[src/aebs_pkg.sv]
// constants and carrier types for the acl entry byte-select register bank
package aebs_pkg;
	// direct register addresses on the byte-wide register port
	localparam logic [7:0] ADDR_IND_CTRL   = 8'h6e;
	localparam logic [7:0] ADDR_IND_OFFSET = 8'h6f;
	localparam logic [7:0] ADDR_IND_DATA   = 8'ha0;
	// indirect control register layout
	localparam int         TBL_SEL_MSB     = 7;
	localparam int         TBL_SEL_LSB     = 5;
	localparam int         PORT_MSB        = 3;
	localparam int         PORT_LSB        = 0;
	localparam logic [2:0] TBL_SEL_ACL     = 3'h2;
	// indirect offsets inside one acl port space
	localparam logic [7:0] OFS_MASK_HIGH   = 8'h10;
	localparam logic [7:0] OFS_MASK_LOW    = 8'h11;
	localparam logic [7:0] OFS_RW_CTRL     = 8'h12;
	// entry geometry
	localparam int         ENTRY_BYTES     = 14;
	localparam int         NUM_PORTS       = 5;
	localparam logic [3:0] FIRST_PORT      = 4'h1;
	localparam int         MASK_HIGH_BITS  = 6;
	// read/write control register layout
	localparam int         RW_WSTAT_BIT    = 6;
	localparam int         RW_RSTAT_BIT    = 5;
	localparam int         RW_DIR_BIT      = 4;
	localparam int         RW_ENTRY_MSB    = 3;
	// reset values
	localparam logic [7:0]  IND_CTRL_RST   = 8'h00;
	localparam logic [7:0]  IND_OFFSET_RST = 8'h00;
	localparam logic [13:0] MASK_RST       = 14'h0000;
	localparam logic [3:0]  ENTRY_RST      = 4'h0;
	localparam logic        STATUS_RST     = 1'b1;

	// one table transfer handed to the acl table
	typedef struct packed {
		logic        write;
		logic [3:0]  port;
		logic [3:0]  entry;
		logic [13:0] byte_sel;
	} aebs_tbl_cmd_type;

	typedef enum logic [1:0] {ST_IDLE, ST_ISSUE, ST_WAIT} aebs_state_type;
endpackage

[src/aebs_byte_select.sv]
// acl entry byte-select mask bank with indirect access and transfer completion flags
// Behaviour
// - holds a 14-bit byte-select mask, one bit per acl entry byte
// - a one selects its byte for read or write, a zero leaves it untouched
// - mask bit 0 maps entry byte 0x0d, bit 13 maps entry byte 0x00
// - the selected indirect byte is read and written through data register 0xa0
// - write completion flag is zero while a table write runs, one after
// - read completion flag is zero while a table read runs, one after
`timescale 1ns/1ps
`default_nettype none
module aebs_byte_select
	import aebs_pkg::*;
(
	input  wire logic                       clock,
	input  wire logic                       rst,
	input  wire logic [7:0]                 reg_addr,
	input  wire logic [7:0]                 reg_wdata,
	input  wire logic                       reg_wr,
	input  wire logic                       reg_rd,
	output logic [7:0]                      reg_rdata,
	output logic                            tbl_req,
	output aebs_pkg::aebs_tbl_cmd_type      tbl_cmd,
	input  wire logic                       tbl_done
);
	import aebs_pkg::*;

	logic [7:0]                      ind_ctrl;
	logic [7:0]                      ind_offset;
	logic [NUM_PORTS-1:0][13:0]      masks;
	logic [3:0]                      rw_entry;
	logic                            rw_dir;
	logic                            write_status;
	logic                            read_status;
	aebs_state_type                  state;
	logic                            acl_sel;
	logic [3:0]                      port_idx;
	logic                            data_wr;
	logic                            data_rd;
	logic                            mask_hi_wr;
	logic                            mask_lo_wr;
	logic                            start;
	logic [13:0]                     cur_mask;
	logic [7:0]                      next_rdata;

	// decode of the indirect selection; ports 1..5 map onto slots 0..4
	assign acl_sel  = (ind_ctrl[TBL_SEL_MSB:TBL_SEL_LSB] == TBL_SEL_ACL)
		&& (ind_ctrl[PORT_MSB:PORT_LSB] >= FIRST_PORT)
		&& (ind_ctrl[PORT_MSB:PORT_LSB] < FIRST_PORT + 4'(NUM_PORTS));
	assign port_idx = ind_ctrl[PORT_MSB:PORT_LSB] - FIRST_PORT;
	assign cur_mask = acl_sel ? masks[port_idx[2:0]] : MASK_RST;
	assign data_wr  = reg_wr && (reg_addr == ADDR_IND_DATA) && acl_sel;
	assign data_rd  = reg_rd && (reg_addr == ADDR_IND_DATA) && acl_sel;
	// mask writes during a transfer are dropped so the table never sees a torn mask
	assign mask_hi_wr = data_wr && (ind_offset == OFS_MASK_HIGH) && (state == ST_IDLE);
	assign mask_lo_wr = data_wr && (ind_offset == OFS_MASK_LOW) && (state == ST_IDLE);
	assign start      = data_wr && (ind_offset == OFS_RW_CTRL) && (state == ST_IDLE);

	// direct registers: indirect control and offset
	always_ff @(posedge clock)
	begin
		if (rst)
		begin
			ind_ctrl   <= IND_CTRL_RST;
			ind_offset <= IND_OFFSET_RST;
		end
		else if (reg_wr && reg_addr == ADDR_IND_CTRL)
			ind_ctrl   <= reg_wdata;
		else if (reg_wr && reg_addr == ADDR_IND_OFFSET)
			ind_offset <= reg_wdata;
	end

	// per-port byte-select masks; bits 7:6 of the high byte are reserved
	always_ff @(posedge clock)
	begin
		if (rst)
			masks <= {NUM_PORTS{MASK_RST}};
		else if (mask_hi_wr)
			masks[port_idx[2:0]][13:8] <= reg_wdata[MASK_HIGH_BITS-1:0];
		else if (mask_lo_wr)
			masks[port_idx[2:0]][7:0] <= reg_wdata;
	end

	// read/write control fields latched when a transfer is launched
	always_ff @(posedge clock)
	begin
		if (rst)
		begin
			rw_entry <= ENTRY_RST;
			rw_dir   <= 1'b0;
		end
		else if (start)
		begin
			rw_entry <= reg_wdata[RW_ENTRY_MSB:0];
			rw_dir   <= reg_wdata[RW_DIR_BIT];
		end
	end

	// transfer sequencer: one request cycle, then wait for the table
	always_ff @(posedge clock)
	begin
		if (rst)
			state <= ST_IDLE;
		else
			case (state)
				ST_IDLE:  if (start) state <= ST_ISSUE;
				ST_ISSUE: state <= ST_WAIT;
				ST_WAIT:  if (tbl_done) state <= ST_IDLE;
				default:  state <= ST_IDLE;
			endcase
	end

	// the completion flag of the launched direction drops at launch; both flags rise when the table answers
	always_ff @(posedge clock)
	begin
		if (rst)
		begin
			write_status <= STATUS_RST;
			read_status  <= STATUS_RST;
		end
		else if (start)
		begin
			write_status <= !reg_wdata[RW_DIR_BIT];
			read_status  <= reg_wdata[RW_DIR_BIT];
		end
		else if (state == ST_WAIT && tbl_done)
		begin
			write_status <= 1'b1;
			read_status  <= 1'b1;
		end
	end

	// table command; the mask is reversed so bit 0 lands on entry byte 0x0d
	always_ff @(posedge clock)
	begin
		if (rst)
			tbl_cmd <= '0;
		else if (start)
		begin
			tbl_cmd.write    <= reg_wdata[RW_DIR_BIT];
			tbl_cmd.port     <= ind_ctrl[PORT_MSB:PORT_LSB];
			tbl_cmd.entry    <= reg_wdata[RW_ENTRY_MSB:0];
			tbl_cmd.byte_sel <= {<<{cur_mask}};
		end
	end

	assign tbl_req = (state == ST_ISSUE);

	// read mux for the byte register port; unmapped reads return zero
	always_comb
	begin
		next_rdata = 8'h00;
		if (reg_addr == ADDR_IND_CTRL)
			next_rdata = ind_ctrl;
		else if (reg_addr == ADDR_IND_OFFSET)
			next_rdata = ind_offset;
		else if (data_rd)
			case (ind_offset)
				OFS_MASK_HIGH: next_rdata = {2'b00, cur_mask[13:8]};
				OFS_MASK_LOW:  next_rdata = cur_mask[7:0];
				OFS_RW_CTRL:   next_rdata = {1'b0, write_status, read_status, rw_dir, rw_entry};
				default:       next_rdata = 8'h00;
			endcase
	end

	// read data is registered, valid the cycle after reg_rd
	always_ff @(posedge clock)
	begin
		if (rst)
			reg_rdata <= 8'h00;
		else if (reg_rd)
			reg_rdata <= next_rdata;
	end
endmodule
`default_nettype wire

[config.mk]
export PLATFORM = sky130hd
export DESIGN_NAME = aebs_byte_select
export DESIGN_NICKNAME = d
export VERILOG_FILES = /design/src/aebs_pkg.sv /design/src/aebs_byte_select.sv
export SDC_FILE = /design/constraint.sdc
export NUM_CORES = 1
export LEC_CHECK = 0
export ABC_AREA = 1
export BUFFER_PORTS_ARGS = -buffer_cell sky130_fd_sc_hd__buf_2
export CAP_MARGIN = 20
export CELL_PAD_IN_SITES_DETAIL_PLACEMENT = 1
export CELL_PAD_IN_SITES_GLOBAL_PLACEMENT = 1
export CORE_ASPECT_RATIO = 1.25
export CORE_MARGIN = 2
export CORE_UTILIZATION = 44
export CTS_BUF_LIST = sky130_fd_sc_hd__clkbuf_4
export DETAILED_ROUTE_END_ITERATION = 10
export GPL_ROUTABILITY_DRIVEN = 0
export PLACE_DENSITY = 0.95
export SLEW_MARGIN = 20
export SYNTH_ARGS = -nofsm -noshare
export SYNTH_HDL_FRONTEND = slang
export SYNTH_SLANG_ARGS = --single-unit
[constraint.sdc]
create_clock -name clock -period 3.06 [get_ports clock]
set_input_delay 0.153 -clock clock [delete_from_list [all_inputs] [get_ports clock]]
set_output_delay 0.153 -clock clock [all_outputs]
set_load 0.1 [all_outputs]
==> summary.md <==
| Metric | Value |
|---|---|
| Outcome | complete, no violations |
| Bufs on Longest Clock Path | 2 |
| Initial Utilization | 45.4% |
| Min Hold Slack | 0.0237 ns |
| TritonRoute pass-1 iters | 5 |
| Syn Nets | 972 |
| Core area | 13,300 um2 |
| Min-delay src | reg_wdata[3] |
| Drt via density | 5.31 |
| Share of cells above drive strength 1 | 11.5% |
| #FFs+latches synth | 121 |
| CTS tree | built |
| Slew HR | 54.7% |
| Hold Crit Class | in -> reg |
| DIE HEIGHT | 135 um |
| Worst VDD drop | 0.201 mV |
| Grt total ovfl | 0 |
| Unique masters post-synth | 28 |
| Dominant cell type by area after synthesis | dfxtp_1 |
| Sequential fraction of the synthesis area | 40.0% |
| WL final | 20.1 mm |
| Synth area leaders | dfxtp_1 40%, nand2_1 17%, nor2_1 10% |
| Critical path class | reg -> reg |
| Max_cap viols | 0 |
| Total number of vias | 6,184 |
| Residual DRC | 0 |
| Worst EP arrival | 3.03 ns |
| Worst r2r src | ind_ctrl[0]$_SDFFE_PP0P_ |
| Worst r2r path cells | 10 |
| Non-Filler Instances | 1,164 |
| Die width | 109 um |
| Syn-to-layout area delta | 8.99% |
| Total track usage | 28.7% |
| Post-cts resize count | 0 |
| Cell count after synthesis | 949 |
| Final Hold Violating Endpoints | 0 |
| Area occupied by multi-input gates | 2920 um2 |
| Synth top area share | 40.0% |
| First-pass GRT wire length | 32.4 mm |
| Fill cells | 1,849 |
| Die area | 14,700 um2 |
| Sequential cell area | 2420 um2 |
| Max Clock Freq | 0.384 GHz |
| P_leak | 3.07 nW |
| Hold endpoint | tbl_cmd[17]$_SDFFE_PP0P_ |
| Final worst path period share | 85.0% |
| Worst Max-Slew Pin Slew | 0.679 ns |
| I/O Buffers | 52 |
| Clock buffer count from CTS | 17 |
| Antenna violations before repair | 1 |
| PwrDens | 414 nW/um2 |
| Skew-Pair Late Insertion Delay | 0.56 ns |
| Placed Cells | 1,128 |
| Setup bufs post-CTS | 0 |
| RSZ-0062 raised after global routing | false |
| Routed len/inst | 17.3 um |
| Final Util | 49.5% |
| Reg2Reg Setup Slack | 0.46 ns |
| Reg clk slew, reported paths | 0.14 ns |
| Final Setup Violations | 0 |
| Avg Inst Size Synth | 6.38 um2 |
| Fin crit period | 2.60 ns |
| Final #Nets | 1,002 |
| Max-slew violation count | 0 |
| Ys Warns | 0 |
| Post-route antenna net violation count | 0 |
| WP data required | 3.49 ns |
| Row Count | 47 |
| Depth of the worst hold-timing path | 3 |
| CTS root buffer | clkbuf_4 |
| Vias in the first global route | 6,408 |
| Largest net degree at the start of global routing | 40 |
| Final setup TNS | 0 ns |
| Final HPWL DP | 13.4 mm |
| TritonCTS Sinks | 121 |
| Crit path launch type | flip-flop |
| DR iter-0 viols | 441 |
| Post-CTS Hold Fix Bufs | 3 |
| Worst Skew | 0.0277 ns |
| Ports | 53 |
| Critical Path Fanout Max | 15 |
| Crit. End Element | flip-flop |
| Post-Synthesis Cell Area | 6060 um2 |
| H-tree Lvls | 4 |
| Critical R2R Capture | masks[26]$_SDFFE_PP0P_ |
[state kept, by name, indices dropped and copies added (netlist names)]
register	flops
ind_ctrl	8
tbl_cmd	23
ind_offset	8
state	2
write_status	1
reg_rdata	8
masks	70
read_status	1
[worst max-delay path, cell delays in order (launching register included)]
cell and delay [ns]:
dfxtp_1 0.41, inv_2 0.06, ha_1 0.29, nand3b_4 0.12
nand3_4 0.21, inv_1 0.23, nand4_1 0.19, nor2_2 0.32
nand2_1 0.32, o21ai_0 0.27, a21oi_1 0.06
[worst max-delay path by stage]
stage	startpoint	endpoint	slack, ns	cells after the start
floorplan	ind_ctrl[0]$_SDFFE_PP0P_	masks[39]$_SDFFE_PP0P_	0.87	14
global placement	ind_ctrl[1]$_SDFFE_PP0P_	masks[22]$_SDFFE_PP0P_	0.71	10
detailed placement	ind_ctrl[1]$_SDFFE_PP0P_	masks[64]$_SDFFE_PP0P_	0.58	10
CTS	ind_ctrl[0]$_SDFFE_PP0P_	masks[26]$_SDFFE_PP0P_	0.51	10
global route	ind_ctrl[0]$_SDFFE_PP0P_	masks[39]$_SDFFE_PP0P_	0.24	10
finish	ind_ctrl[0]$_SDFFE_PP0P_	masks[26]$_SDFFE_PP0P_	0.46	10
[Yosys cell counts (all sizes together)]
library cell	number
o21a	1
nand3b	1
nor3b	1
nor2	171
a21oi	73
ha	2
inv	119
o21ai	73
buf	29
nor3	2
dfxtp	121
nand4	4
nand3	39
o21bai	1
a211oi	7
nand2	280
and3	1
o31ai	1
clkbuf	23
[per-stage QoR]
stage                     worst slack [ns]  power, mW  instance area (um2)
after floorplan                      0.866       1.67                 6060
after global placement               0.707       1.72                 6320
after detailed placement             0.576       1.72                 6320
after CTS                            0.510       2.73                 6600
after global routing                 0.236       2.82                 6600
final                                0.458       2.73                 6600
[layout make-up]
class | count | area share, %
antenna | 1 | 0.0379
tap | 171 | 3.24
clock inverter | 15 | 1.80
sequential | 121 | 36.7
clock buffer | 17 | 1.93
multi-input combinational | 657 | 44.2
timing repair buffer | 63 | 5.31
inverter | 119 | 6.77
[placed cells by master, fill, tap and decap left out]
cell / count
nand2_1: 280
nor2_1: 163
dfxtp_1: 121
inv_1: 114
o21ai_0: 73
a21oi_1: 73
buf_2: 52
nand3_1: 31
clkbuf_4: 17
buf_4: 8
a211oi_1: 7
nand3_4: 7
nor2_2: 6
inv_6: 6
inv_2: 5
nand4_1: 4
clkinvlp_4: 4
clkinv_4: 3
dlygate4sd3_1: 3
nor3_1: 2
ha_1: 2
clkinv_2: 2
diode_2: 1
and3_1: 1
nand3_2: 1
nor3b_1: 1
nor2_8: 1
o21a_1: 1
o31ai_1: 1
o21bai_1: 1
nand3b_4: 1
nor2_4: 1
[cells by family (layout without fill, tap and decap cells)]
family | Yosys count | in the layout | share of synthesized area (%)
AO/OA/AOI/OAI | 156 | 156 | 13.3
adder cells (fa/ha/maj) | 2 | 2 | 0.413
buffers and inverters | 171 | 214 | 11.8
flip-flops | 121 | 121 | 40.0
other | 0 | 1 | 0
AND/OR/NAND/NOR | 499 | 499 | 34.5
[layer usage]
metal	global-route usage (%)	vias up	wire, um
li1	-	2977	-
met1	32.3	2929	8100
met2	50.4	204	10000
met3	4.91	74	880
met4	16.2	0	1110
met5	0	-	0
[power breakdown]
| group | total (mW) | switching, mW | internal, mW |
|---|---|---|---|
| registers | 1.58 | 0.000575 | 1.58 |
| logic | 0.113 | 0.0875 | 0.0258 |
| clock network | 1.04 | 0.710 | 0.334 |
| total | 2.73 | 0.798 | 1.94 |
Note: power is estimated with default switching activity, not from simulation.
